<file path="src/design/adc_regs_pkg.sv">
// Shared constants and types for the converter status and control registers.
package adc_regs_pkg;

    // Base addresses of the two converter register instances.
    localparam logic [31:0] INST0_BASE     = 32'h4001_2400;
    localparam logic [31:0] INST1_BASE     = 32'h4001_2800;
    localparam int          NUM_INST       = 2;

    // Byte offsets inside one instance.
    localparam logic [3:0]  STATUS_OFS     = 4'h0;
    localparam logic [3:0]  CTL_A_OFS      = 4'h4;
    localparam logic [3:0]  CTL_B_OFS      = 4'h8;
    localparam logic [31:0] RESET_VALUE    = 32'h0000_0000;

    // Status bit positions.
    localparam int          ST_WINDOW      = 0;
    localparam int          ST_DONE        = 1;
    localparam int          ST_STARTED     = 4;

    // Control register A fields and writable bits.
    localparam int          CA_ROUTINE_WIN = 23;
    localparam int          CA_PAIR_LSB    = 16;
    localparam int          CA_BURST_LSB   = 13;
    localparam int          CA_BURST_EN    = 11;
    localparam int          CA_WIN_SINGLE  = 9;
    localparam int          CA_SCAN        = 8;
    localparam int          CA_WIN_IRQ     = 6;
    localparam int          CA_DONE_IRQ    = 5;
    localparam int          CA_CHAN_LSB    = 0;
    localparam logic [31:0] CTL_A_MASK     = 32'h008f_eb7f;

    // Control register B fields and writable bits.
    localparam int          CB_POWER       = 0;
    localparam int          CB_CONT        = 1;
    localparam int          CB_CAL_START   = 2;
    localparam int          CB_CAL_RESET   = 3;
    localparam int          CB_DMA         = 8;
    localparam int          CB_ALIGN       = 11;
    localparam int          CB_TRIG_LSB    = 17;
    localparam int          CB_TRIG_EN     = 20;
    localparam int          CB_SW_START    = 22;
    localparam int          CB_TEMP_EN     = 23;
    localparam logic [31:0] CTL_B_MASK     = 32'h00de_090f;

    // Pair mode codes and the highest valid watchdog channel.
    localparam logic [3:0]  PAIR_INDEP     = 4'h0;
    localparam logic [3:0]  PAIR_PARALLEL  = 4'h6;
    localparam logic [3:0]  PAIR_FAST      = 4'h7;
    localparam logic [3:0]  PAIR_SLOW      = 4'h8;
    localparam logic [4:0]  MAX_WIN_CHAN   = 5'h11;

    typedef enum logic [1:0] {
        PM_INDEP    = 2'b00,
        PM_PARALLEL = 2'b01,
        PM_FAST     = 2'b10,
        PM_SLOW     = 2'b11
    } pair_mode_t;

    typedef struct packed {
        logic       conv_start;
        logic       conv_done;
        logic       data_read;
        logic       calib_reset_done;
        logic       calib_done;
    } core_evt_t;

    typedef struct packed {
        logic        valid;
        logic [4:0]  chan;
        logic [11:0] value;
    } result_t;

    typedef struct packed {
        logic       power;
        logic       continuous;
        logic       scan;
        logic       burst_en;
        logic [3:0] burst_len;
        logic       dma;
        logic       calib_reset;
        logic       calib_start;
        logic       sw_start;
        logic       trig_en;
        logic [2:0] trig_sel;
        logic       align;
        logic       temp_en;
    } seq_cfg_t;

    typedef struct packed {
        logic       hit;
        logic       inst;
        logic [3:0] ofs;
    } dec_t;

endpackage

</file>
<file path="src/design/adc_status_control_regs.sv">
// Status and control registers for two converter instances.
//
// Summary of operation
// - Start flag sets when a routine sequence begins; software clears with 0.
// - Done flag sets when a routine sequence conversion completes.
// - Done flag clears on software zero write or on data register read.
// - Window flag sets on out-of-threshold result; only software zero clears.
// - Control A bit 23 enables the routine window watchdog.
// - Pair code 0000 independent, 0110 parallel, 0111 fast, 1000 slow.
// - Pair mode field only acts in the first instance.
// - Burst mode converts burst count plus one channels per trigger.
// - Control A bit 11 enables burst (discontinuous) operation.
// - Bit 9 limits watchdog to the selected channel; else all checked.
// - Control A bit 8 enables scan across the routine sequence.
// - Control A bit 6 enables interrupt from the window flag.
// - Control A bit 5 enables interrupt from the done flag.
// - Watchdog channel field selects channels 0 to 17; higher reserved.
// - Two identical instances at their own base, same offsets.
// - Continuous bit makes the sequencer restart conversions repeatedly.
// - Power bit rising powers up; rewriting one unchanged starts conversion.
// - Calibration reset set by software, cleared by hardware when done.
// - DMA bit enables conversion result DMA requests.
`timescale 1ns/1ns
`default_nettype none
module adc_status_control_regs
    import adc_regs_pkg::*;
(
    input  wire logic        clk,
    input  wire logic        resetn,
    input  wire logic [31:0] addr,
    input  wire logic [31:0] wdata,
    input  wire logic        wr_en,
    input  wire logic        rd_en,
    output wire logic [31:0] rdata,
    input  wire core_evt_t   core_evt             [2],
    input  wire result_t     result               [2],
    input  wire logic [11:0] window_low_threshold [2],
    input  wire logic [11:0] window_high_threshold[2],
    output wire seq_cfg_t    seq_cfg              [2],
    output wire logic [1:0]  irq,
    output wire logic [1:0]  conv_start_req,
    output wire logic [1:0]  power_up_req,
    output wire pair_mode_t  pair_mode_select
);

    function automatic dec_t decode_addr(input logic [31:0] a);
        dec_t r;
        r     = '0;
        r.ofs = a[3:0];
        if (a[1:0] == 2'b00 && a[3:2] != 2'b11) begin
            if (a[31:4] == INST0_BASE[31:4]) begin
                r.hit  = 1'b1;
                r.inst = 1'b0;
            end else if (a[31:4] == INST1_BASE[31:4]) begin
                r.hit  = 1'b1;
                r.inst = 1'b1;
            end
        end
        return r;
    endfunction

    function automatic pair_mode_t pair_decode(input logic [3:0] code);
        pair_mode_t m;
        case (code)
            PAIR_INDEP:    m = PM_INDEP;
            PAIR_PARALLEL: m = PM_PARALLEL;
            PAIR_FAST:     m = PM_FAST;
            PAIR_SLOW:     m = PM_SLOW;
            // Reserved codes fall back to independent operation.
            default:       m = PM_INDEP;
        endcase
        return m;
    endfunction

    dec_t        dec;
    logic [31:0] inst_rd [2];
    logic [31:0] ctl_a0_d;
    logic [31:0] rdata_d;
    logic [31:0] rdata_q;
    pair_mode_t  pair_d;
    pair_mode_t  pair_q;

    assign dec = decode_addr(addr);

    genvar i;
    generate
        for (i = 0; i < NUM_INST; i++) begin : gen_inst
            logic        sel;
            logic        wr_st;
            logic        wr_a;
            logic        wr_b;
            logic [31:0] ctl_a_d;
            logic [31:0] ctl_a_q;
            logic [31:0] ctl_b_d;
            logic [31:0] ctl_b_q;
            logic        started;
            logic        done;
            logic        window;
            logic        chan_ok;
            logic        win_hit;
            logic        start_d;
            logic        start_q;
            logic        pwr_d;
            logic        pwr_q;
            logic        irq_d;
            logic        irq_q;
            seq_cfg_t    cfg_d;
            seq_cfg_t    cfg_q;

            assign sel   = dec.hit && (dec.inst == 1'(i));
            assign wr_st = wr_en && sel && dec.ofs == STATUS_OFS;
            assign wr_a  = wr_en && sel && dec.ofs == CTL_A_OFS;
            assign wr_b  = wr_en && sel && dec.ofs == CTL_B_OFS;

            // Reserved channel codes never match a converted channel.
            assign chan_ok = !ctl_a_q[CA_WIN_SINGLE] ||
                (result[i].chan == ctl_a_q[CA_CHAN_LSB +: 5] &&
                 ctl_a_q[CA_CHAN_LSB +: 5] <= MAX_WIN_CHAN);
            assign win_hit = result[i].valid && ctl_a_q[CA_ROUTINE_WIN] &&
                chan_ok &&
                (result[i].value < window_low_threshold[i] ||
                 result[i].value > window_high_threshold[i]);

            sticky_flag u_started (
                .clk    (clk),
                .resetn (resetn),
                .set    (core_evt[i].conv_start),
                .clr    (wr_st && !wdata[ST_STARTED]),
                .flag   (started)
            );

            sticky_flag u_done (
                .clk    (clk),
                .resetn (resetn),
                .set    (core_evt[i].conv_done),
                .clr    ((wr_st && !wdata[ST_DONE]) ||
                         core_evt[i].data_read),
                .flag   (done)
            );

            sticky_flag u_window (
                .clk    (clk),
                .resetn (resetn),
                .set    (win_hit),
                .clr    (wr_st && !wdata[ST_WINDOW]),
                .flag   (window)
            );

            always_comb begin
                ctl_a_d = ctl_a_q;
                if (wr_a) begin
                    ctl_a_d = wdata & CTL_A_MASK;
                end
                // Hardware clears first so that a software set wins.
                ctl_b_d = ctl_b_q;
                if (core_evt[i].calib_reset_done) begin
                    ctl_b_d[CB_CAL_RESET] = 1'b0;
                end
                if (core_evt[i].calib_done) begin
                    ctl_b_d[CB_CAL_START] = 1'b0;
                end
                if (core_evt[i].conv_start) begin
                    ctl_b_d[CB_SW_START] = 1'b0;
                end
                if (wr_b) begin
                    ctl_b_d = wdata & CTL_B_MASK;
                end
                start_d = wr_b && ctl_b_q[CB_POWER] && wdata[CB_POWER] &&
                          ((wdata & CTL_B_MASK) == ctl_b_q);
                pwr_d   = wr_b && !ctl_b_q[CB_POWER] &&
                          wdata[CB_POWER];
                irq_d   = (window && ctl_a_q[CA_WIN_IRQ]) ||
                          (done && ctl_a_q[CA_DONE_IRQ]);
                cfg_d.power       = ctl_b_d[CB_POWER];
                cfg_d.continuous  = ctl_b_d[CB_CONT];
                cfg_d.scan        = ctl_a_d[CA_SCAN];
                cfg_d.burst_en    = ctl_a_d[CA_BURST_EN];
                cfg_d.burst_len   = {1'b0, ctl_a_d[CA_BURST_LSB +: 3]} +
                                    4'h1;
                cfg_d.dma         = ctl_b_d[CB_DMA];
                cfg_d.calib_reset = ctl_b_d[CB_CAL_RESET];
                cfg_d.calib_start = ctl_b_d[CB_CAL_START];
                cfg_d.sw_start    = ctl_b_d[CB_SW_START];
                cfg_d.trig_en     = ctl_b_d[CB_TRIG_EN];
                cfg_d.trig_sel    = ctl_b_d[CB_TRIG_LSB +: 3];
                cfg_d.align       = ctl_b_d[CB_ALIGN];
                cfg_d.temp_en     = ctl_b_d[CB_TEMP_EN];
            end

            always_ff @(posedge clk or negedge resetn) begin
                if (!resetn) begin
                    ctl_a_q <= RESET_VALUE;
                    ctl_b_q <= RESET_VALUE;
                    start_q <= 1'b0;
                    pwr_q   <= 1'b0;
                    irq_q   <= 1'b0;
                    cfg_q   <= '{burst_len: 4'h1, default: '0};
                end else begin
                    ctl_a_q <= ctl_a_d;
                    ctl_b_q <= ctl_b_d;
                    start_q <= start_d;
                    pwr_q   <= pwr_d;
                    irq_q   <= irq_d;
                    cfg_q   <= cfg_d;
                end
            end

            always_comb begin
                case (dec.ofs)
                    STATUS_OFS: begin
                        inst_rd[i] = RESET_VALUE;
                        inst_rd[i][ST_STARTED] = started;
                        inst_rd[i][ST_DONE]    = done;
                        inst_rd[i][ST_WINDOW]  = window;
                    end
                    CTL_A_OFS: inst_rd[i] = ctl_a_q;
                    CTL_B_OFS: inst_rd[i] = ctl_b_q;
                    default:   inst_rd[i] = RESET_VALUE;
                endcase
            end

            assign seq_cfg[i]        = cfg_q;
            assign irq[i]            = irq_q;
            assign conv_start_req[i] = start_q;
            assign power_up_req[i]   = pwr_q;

        end
    endgenerate

    assign ctl_a0_d = gen_inst[0].ctl_a_d;

    always_comb begin
        pair_d  = pair_decode(ctl_a0_d[CA_PAIR_LSB +: 4]);
        rdata_d = RESET_VALUE;
        if (rd_en && dec.hit) begin
            rdata_d = inst_rd[dec.inst];
        end
    end

    always_ff @(posedge clk or negedge resetn) begin
        if (!resetn) begin
            pair_q  <= PM_INDEP;
            rdata_q <= RESET_VALUE;
        end else begin
            pair_q  <= pair_d;
            rdata_q <= rdata_d;
        end
    end

    assign rdata            = rdata_q;
    assign pair_mode_select = pair_q;
endmodule
`default_nettype wire

</file>
<file path="src/design/sticky_flag.sv">
// Event flag that hardware sets and software clears, set winning.
`timescale 1ns/1ns
`default_nettype none
module sticky_flag
    import adc_regs_pkg::*;
(
    input  wire logic clk,
    input  wire logic resetn,
    input  wire logic set,
    input  wire logic clr,
    output var  logic flag
);
    logic flag_d;

    always_comb begin
        flag_d = set | (flag & ~clr);
    end

    always_ff @(posedge clk or negedge resetn) begin
        if (!resetn) begin
            flag <= 1'b0;
        end else begin
            flag <= flag_d;
        end
    end
endmodule
`default_nettype wire

</file>
<file path="config.mk">
export PLATFORM = sky130hd
export DESIGN_NAME = adc_status_control_regs
export DESIGN_NICKNAME = d
export VERILOG_FILES = /design/src/design/adc_regs_pkg.sv /design/src/design/adc_status_control_regs.sv /design/src/design/sticky_flag.sv
export SDC_FILE = /design/constraint.sdc
export NUM_CORES = 1
export LEC_CHECK = 0
export ABC_AREA = 1
export BUFFER_PORTS_ARGS = -buffer_cell sky130_fd_sc_hd__clkbuf_2
export CAP_MARGIN = 20
export CORE_ASPECT_RATIO = 1.5
export CORE_UTILIZATION = 25
export CTS_CLUSTER_DIAMETER = 150
export DETAILED_ROUTE_END_ITERATION = 10
export SYNTH_ARGS = -nofsm -noshare
export SYNTH_HDL_FRONTEND = slang
export SYNTH_HIERARCHICAL = 1
export SYNTH_SLANG_ARGS = --single-unit
</file>
<file path="constraint.sdc">
create_clock -name clk -period 1.5 [get_ports clk]
set_input_delay 0.15 -clock clk [delete_from_list [all_inputs] [get_ports clk]]
set_output_delay 0.15 -clock clk [all_outputs]
set_load 0.05 [all_outputs]
</file>
==> results of run 1 <==
==> power breakdown <==
| part | switching [µW] | internal, µW | total [µW] |
|---|---|---|---|
| logic | 508 | 369 | 877 |
| registers | 2.92 | 2750 | 2750 |
| clock network | 1060 | 1300 | 2360 |
| total | 1570 | 4420 | 5990 |
==> area by class of cell <==
| class | instances | area, µm² |
|---|---|---|
| timing repair buffer | 282 | 1700 |
| inverter | 148 | 556 |
| fill | 2630 | 16400 |
| clock buffer | 11 | 233 |
| multi-input combinational | 535 | 3050 |
| tap | 328 | 410 |
| clock inverter | 5 | 58.8 |
| sequential | 102 | 2560 |
==> per-layer routing <==
layer,part of all wire,global-route usage,vias to the layer above
met5,0,0,-
met4,0.025,0.0594,0
met3,0.044,0.0174,29
met2,0.52,0.309,201
met1,0.41,0.187,2864
li1,-,-,3123
==> through the flow <==
stage	hold WS [ps]	TNS, ps
after global routing	29.9	0
after global placement	30.4	-8810
after floorplan	-146	-13.2
after detailed placement	25.8	-11020
after CTS	10.7	0
final	18.1	0
==> logic make-up after synthesis <==
kind of cell	Yosys count	share of synthesized area
DFF	102	0.403
other	1	0.000592
buffers and inverters	190	0.133
xor gates and xnor gates	10	0.0138
adders and majority gates	48	0.0947
AOI/OAI and AO/OA	162	0.141
and+or+nand+nor	303	0.214
==> final timing paths <==
kind                                             end  slack [ps]  cells past startpoint
max reg2reg                      gen_inst[0].start_q         110                      5
min reg2reg                gen_inst[0].u_window/flag         470                      2
max in group asynchronous    gen_inst[1].u_done/flag         700                      3
min in group asynchronous                  rdata[16]         210                      2
max                              gen_inst[0].start_q         110                      5
min                          gen_inst[0].u_done/flag          20                      3
==> registers in the layout (all words and copies together) (netlist names) <==
name / count
gen_inst.ctl_a_q: 36
gen_inst.ctl_b_q: 20
gen_inst.irq_q: 2
gen_inst.pwr_q: 2
gen_inst.start_q: 2
gen_inst.u_done/flag: 2
gen_inst.u_started/flag: 2
gen_inst.u_window/flag: 2
pair_mode_select: 2
rdata: 20
seq_cfg: 12
==> worst max-delay path, cell delays in order (launching register included) <==
cell and delay, ps:
dfrtp_1 420, inv_1 120, o22ai_1 110, nor4_1 320
nand3_1 130, nor2_1 200
==> cell usage in the layout, fill, tap and decap left out, types with 6 or more instances in the layout <==
master / n
buf_4: 60
o21ai_1: 38
nand3_2: 6
nand3_1: 27
clkbuf_16: 9
dfrtp_1: 99
nor2_1: 57
o21ai_0: 34
nor2_2: 7
buf_12: 9
nand2_2: 6
a21oi_1: 51
nor3_1: 7
nand2_1: 163
conb_1: 12
nor2_4: 7
clkbuf_2: 212
o22ai_1: 20
ha_1: 48
inv_1: 143
nand4_1: 9
==> timing repair <==
item | 4_1_cts | 5_1_grt
gates resized for setup | 0 | 15
hold endpoints to repair | 79 | 0
endpoints found under the setup margin | 0 | 11
setup buffers | 0 | 3
hold buffers | 1 | 0
==> reports/summary.json, run 1 <==
{
  "final_layout": {
    "final_core_utilization": 0.343,
    "finish.net_count": 1288,
    "num_antenna_cells": 0,
    "finish.instance_area_mm2": 0.00856,
    "layout-area-overhead-vs-synth_pct": 35.1,
    "layout-drive-gt1-share": 0.313,
    "post_layout_nonfiller_instances": 1411
  },
  "worst_setup_path": {
    "critical_path.startpoint_type": "flop",
    "critical_path_class": "flop to flop",
    "worstSetupEndpointType": "flop",
    "crit_path_start": "gen_inst[0].ctl_b_q[22]",
    "worst-path-max-fanout": 3,
    "worst_ep_arrival_time_ps": 1640,
    "worstPathRequired_ps": 1750,
    "r2r_start": "gen_inst[0].ctl_b_q[22]"
  },
  "die": {
    "floorplan.rows": 71,
    "initial_core_util": 0.254,
    "die_h_um": 197,
    "die_width_um": 132,
    "top_level_ports": 238,
    "floorplan.core_area_mm2": 0.0250,
    "dieArea_mm2": 0.0260
  },
  "global_route": {
    "grt_antenna_before_repair": 0,
    "global_route_wire_length_before_repair_um": 32600,
    "global_route.usage.total": 0.163,
    "pin_count_of_the_biggest_net_entering_global_routing": 40,
    "grt_pass1_vias": 6182,
    "global_route.overflow_total": 0
  },
  "timing": {
    "fmax_ghz": 0.721,
    "setup_viol_count_final": 0,
    "skew_ps": 10.5,
    "unrepaired_setup_endpoints_after_global_routing": "false",
    "hold_viol_final": 0,
    "post-route-period-util": 0.925,
    "finalWorstPathRequiredPeriod_ps": 1390,
    "final-max-slew-violation-count": 0,
    "post-route-worst-setup-slack_ps": 112
  },
  "clock_tree": {
    "max-clock-path-buffers": 2,
    "tritoncts": "yes",
    "clk-insertion-delay-late_ps": 350,
    "cts.sinks": 102,
    "cts.clk_slew.worst_paths_ps": 80,
    "numCtsBuffers": 9,
    "root_driver": "clkbuf_16",
    "cts.htree.levels": 3
  },
  "min_path": {
    "min-delay-path-class": "input port to flop",
    "worst_hold_startpoint": "core_evt[8]"
  },
  "flow_run": {
    "cap_violations": 0
  },
  "detailed_routing": {
    "first_iteration_detailed_routing_drc_count": 278,
    "drc_errors": 2,
    "vias": 6217,
    "drt.antenna.violating_nets": 0,
    "wire_per_inst_um": 14.9,
    "drt_pass1_iterations": 9,
    "post_drt_via_cell_ratio": 4.41,
    "route.final.wire_length_um": 21000
  },
  "yosys": {
    "ys_types": 41,
    "post-synth-top-count-cell": "nand2_1",
    "dominantRegCellSynth": "dfrtp_1",
    "async_reset_ff_frac": 1.00,
    "syn_area_mm2": 0.00634,
    "post-synth-top-area-cell": "dfrtp_1",
    "synth.yosys.warnings": 6,
    "largest_cells_by_area_after_synthesis": "dfrtp_1 39%, nand2_1 9.7%, ha_1 9.5%",
    "seq_area_frac_synth": 0.403,
    "post_synthesis_area_per_instance_um2": 7.77,
    "synthDominantCellAreaShare": 0.395,
    "synth_register_bits": 102,
    "synth.top_cells.by_count": "164 x nand2_1, 144 x inv_1, 100 x dfrtp_1, 61 x nor2_1, 52 x a21oi_1",
    "edff_count_synth": 0,
    "syn_inst": 816
  },
  "placed_design": {
    "dp_hpwl_um": 17300,
    "gpl.final_weighted_congestion": 0.867,
    "dp.cells": 1391,
    "place.port_buffers": 213,
    "placedInstanceArea_mm2": 0.00817,
    "pre_cts_setup_slack_ps": -242
  },
  "power": {
    "totalPowerFinal_uw": 5990,
    "leakage_power_uw": 0.00449,
    "power_per_unit_of_standard_cell_area_mw_per_mm2": 700,
    "vdd_ir_drop_max_v": 0.000489
  },
  "outcome": {
    "failed_checks": "DRC",
    "outcome": "finished with violations"
  }
}
Note: power is estimated with default switching activity, not from simulation.
==> run 2: changes to the inputs <==
--- a/config.mk
+++ b/config.mk
@@ -14,2 +14,3 @@
 export DETAILED_ROUTE_END_ITERATION = 10
+export SETUP_SLACK_MARGIN = 0.4
 export SYNTH_ARGS = -nofsm -noshare
==> constraint.sdc (replaced) <==
create_clock -name clk -period 1.5 [get_ports clk]
set_input_delay 0.075 -clock clk [delete_from_list [all_inputs] [get_ports clk]]
set_output_delay 0.075 -clock clk [all_outputs]
set_load 0.05 [all_outputs]
==> run 2 against run 1 <==
The run now ends clean. Clock skew is 1.2 ps lower. Combinational power is 12% higher. Sequential share of layout area is 6.0 points lower. Critical endpoint is now gen_inst[0].u_window/flag. Largest power group unchanged.
==> reports/summary.json, run 2 (synthesis gave the netlist of run 1 again) <==
{
  "worst_setup_path": {
    "critical_path_class": "flop to flop",
    "r2r_end": "gen_inst[0].u_window/flag",
    "worstRegToRegCells": 8,
    "crit_path_start": "gen_inst[0].ctl_a_q[2]",
    "worst_ep_arrival_time_ps": 1720,
    "r2r_start": "gen_inst[0].ctl_a_q[2]",
    "worstPathRequired_ps": 1790,
    "worstSetupEndpointType": "flop",
    "slack_of_the_worst_reg_to_reg_path_ps": 70,
    "worst-path-max-fanout": 2,
    "critical_path.startpoint_type": "flop"
  },
  "flow_run": {
    "cap_violations": 0
  },
  "final_layout": {
    "post_layout_nonfiller_instances": 1472,
    "finish.net_count": 1349,
    "largest_register_ffs": 36,
    "fillCellCount": 2382,
    "layout_commonest_cell": "clkbuf_2",
    "layout-area-overhead-vs-synth_pct": 70.7,
    "largest-register": "gen_inst.ctl_a_q",
    "finish.instance_area_mm2": 0.0108,
    "combined_area_of_the_multi_input_logic_cells_mm2": 0.00405,
    "layout-drive-gt1-share": 0.521,
    "sequential_cell_area_mm2": 0.00258,
    "num_antenna_cells": 0,
    "layout.cells.most_common_list": "169 x clkbuf_2, 127 x inv_1, 94 x nand2_1, 76 x dfrtp_1, 64 x buf_4"
  },
  "die": {
    "dieArea_mm2": 0.0260,
    "initial_core_util": 0.254,
    "floorplan.core_area_mm2": 0.0250,
    "die_width_um": 132,
    "die_h_um": 197,
    "floorplan.rows": 71,
    "top_level_ports": 238
  },
  "clock_tree": {
    "cts.clk_slew.worst_paths_ps": 80,
    "cts.sinks": 102,
    "tritoncts": "yes",
    "cts.htree.levels": 3,
    "clk-insertion-delay-late_ps": 350,
    "root_driver": "clkbuf_16",
    "max-clock-path-buffers": 2,
    "numCtsBuffers": 9
  },
  "detailed_routing": {
    "first_iteration_detailed_routing_drc_count": 367,
    "drt_pass1_iterations": 6,
    "drt.antenna.violating_nets": 0,
    "route.final.wire_length_um": 24100,
    "post_drt_via_cell_ratio": 4.63,
    "drc_errors": 0,
    "vias": 6817,
    "wire_per_inst_um": 16.4
  },
  "power": {
    "leakage_power_uw": 0.00517,
    "totalPowerFinal_uw": 6350,
    "vdd_ir_drop_max_v": 0.000474,
    "power_per_unit_of_standard_cell_area_mw_per_mm2": 587
  },
  "placed_design": {
    "gpl.final_weighted_congestion": 0.876,
    "place.port_buffers": 213,
    "placedInstanceArea_mm2": 0.00820,
    "dp.cells": 1383,
    "dp_hpwl_um": 17400
  },
  "global_route": {
    "global_route.usage.total": 0.173,
    "grt_pass1_vias": 6647,
    "grt_antenna_before_repair": 0,
    "global_route.overflow_total": 0,
    "global_route_wire_length_before_repair_um": 34400,
    "pin_count_of_the_biggest_net_entering_global_routing": 31
  },
  "timing": {
    "fmax_ghz": 0.699,
    "unrepaired_setup_endpoints_after_global_routing": "true",
    "whs_ps": 17.8,
    "setup_viol_count_final": 0,
    "skew_ps": 9.30,
    "post-route-period-util": 0.953,
    "hold_viol_final": 0,
    "finalWorstPathRequiredPeriod_ps": 1430,
    "final-max-slew-violation-count": 0
  },
  "outcome": {
    "outcome": "completed"
  },
  "min_path": {
    "worst_hold_startpoint": "wdata[9]",
    "min-delay-path-class": "input port to flop",
    "min_to": "gen_inst[1].ctl_a_q[9]",
    "min_path_cells": 3
  }
}
run 2: cell count changes in the layout (fill, tap and decap cells not counted), moves of 18 or more:
cell	previous run	this run
buf_6	0	51
a21oi_1	51	31
nand2_4	0	35
nor2_4	7	30
clkbuf_2	212	169
dfrtp_2	1	24
nand2_1	163	94
dfrtp_1	99	76
nand2_2	6	38
o21ai_2	2	20
nor2_1	57	28
run 2: final cells by class:
type                       count  area share
clock buffer                   9      0.0208
clock inverter                 7     0.00960
inverter                     148      0.0523
multi-input combinational    535       0.374
sequential                   102       0.239
tap                          328      0.0379
timing repair buffer         343       0.266
run 2: worst max path at each step:
stage	slack, ps	to
6_report	70	gen_inst[0].u_window/flag
5_1_grt	-30	gen_inst[0].u_window/flag
3_5_place_dp	-150	seq_cfg[30]
2_1_floorplan	80	seq_cfg[30]
3_3_place_gp	-140	seq_cfg[30]
4_1_cts	80	gen_inst[0].u_window/flag
run 2: critical path: stages, from the launching register on:
cell,delay (ps)
dfrtp_1,390
xor2_1,150
nor3_2,190
nand4_1,130
o21ai_1,160
nand3_1,120
a21oi_2,130
inv_1,60
nand2_1,50
run 2: routing by layer:
metal	vias up	global-route usage	routed length, µm
li1	3249	-	-
met1	3212	0.193	9120
met2	289	0.318	12700
met3	67	0.0234	1280
met4	0	0.0891	1030
met5	-	0	0
run 2: timing repair:
action / in CTS / in global routing
hold buffers: 12 / 0
endpoints found under the hold margin: 72 / 0
resized for setup: 152 / 284
pin swaps: 43 / 90
gates cloned: 3 / 5
buffers inserted: 27 / 26
endpoints found under the setup margin: 96 / 121
run 2: per-stage QoR:
stage,worst slack [ps],setup TNS (ps),util
2_1_floorplan,81.8,0,-
3_5_place_dp,-152,-1870,0.329
3_3_place_gp,-137,-1600,0.329
5_1_grt,-28.7,-28.8,0.433
4_1_cts,80.8,0,0.384
6_report,70.1,0,0.433
run 2: power breakdown:
group | total [µW] | internal [µW] | switching, µW
clock network | 2620 | 1490 | 1130
registers | 2750 | 2750 | 3.09
logic | 981 | 411 | 570
total | 6350 | 4650 | 1700
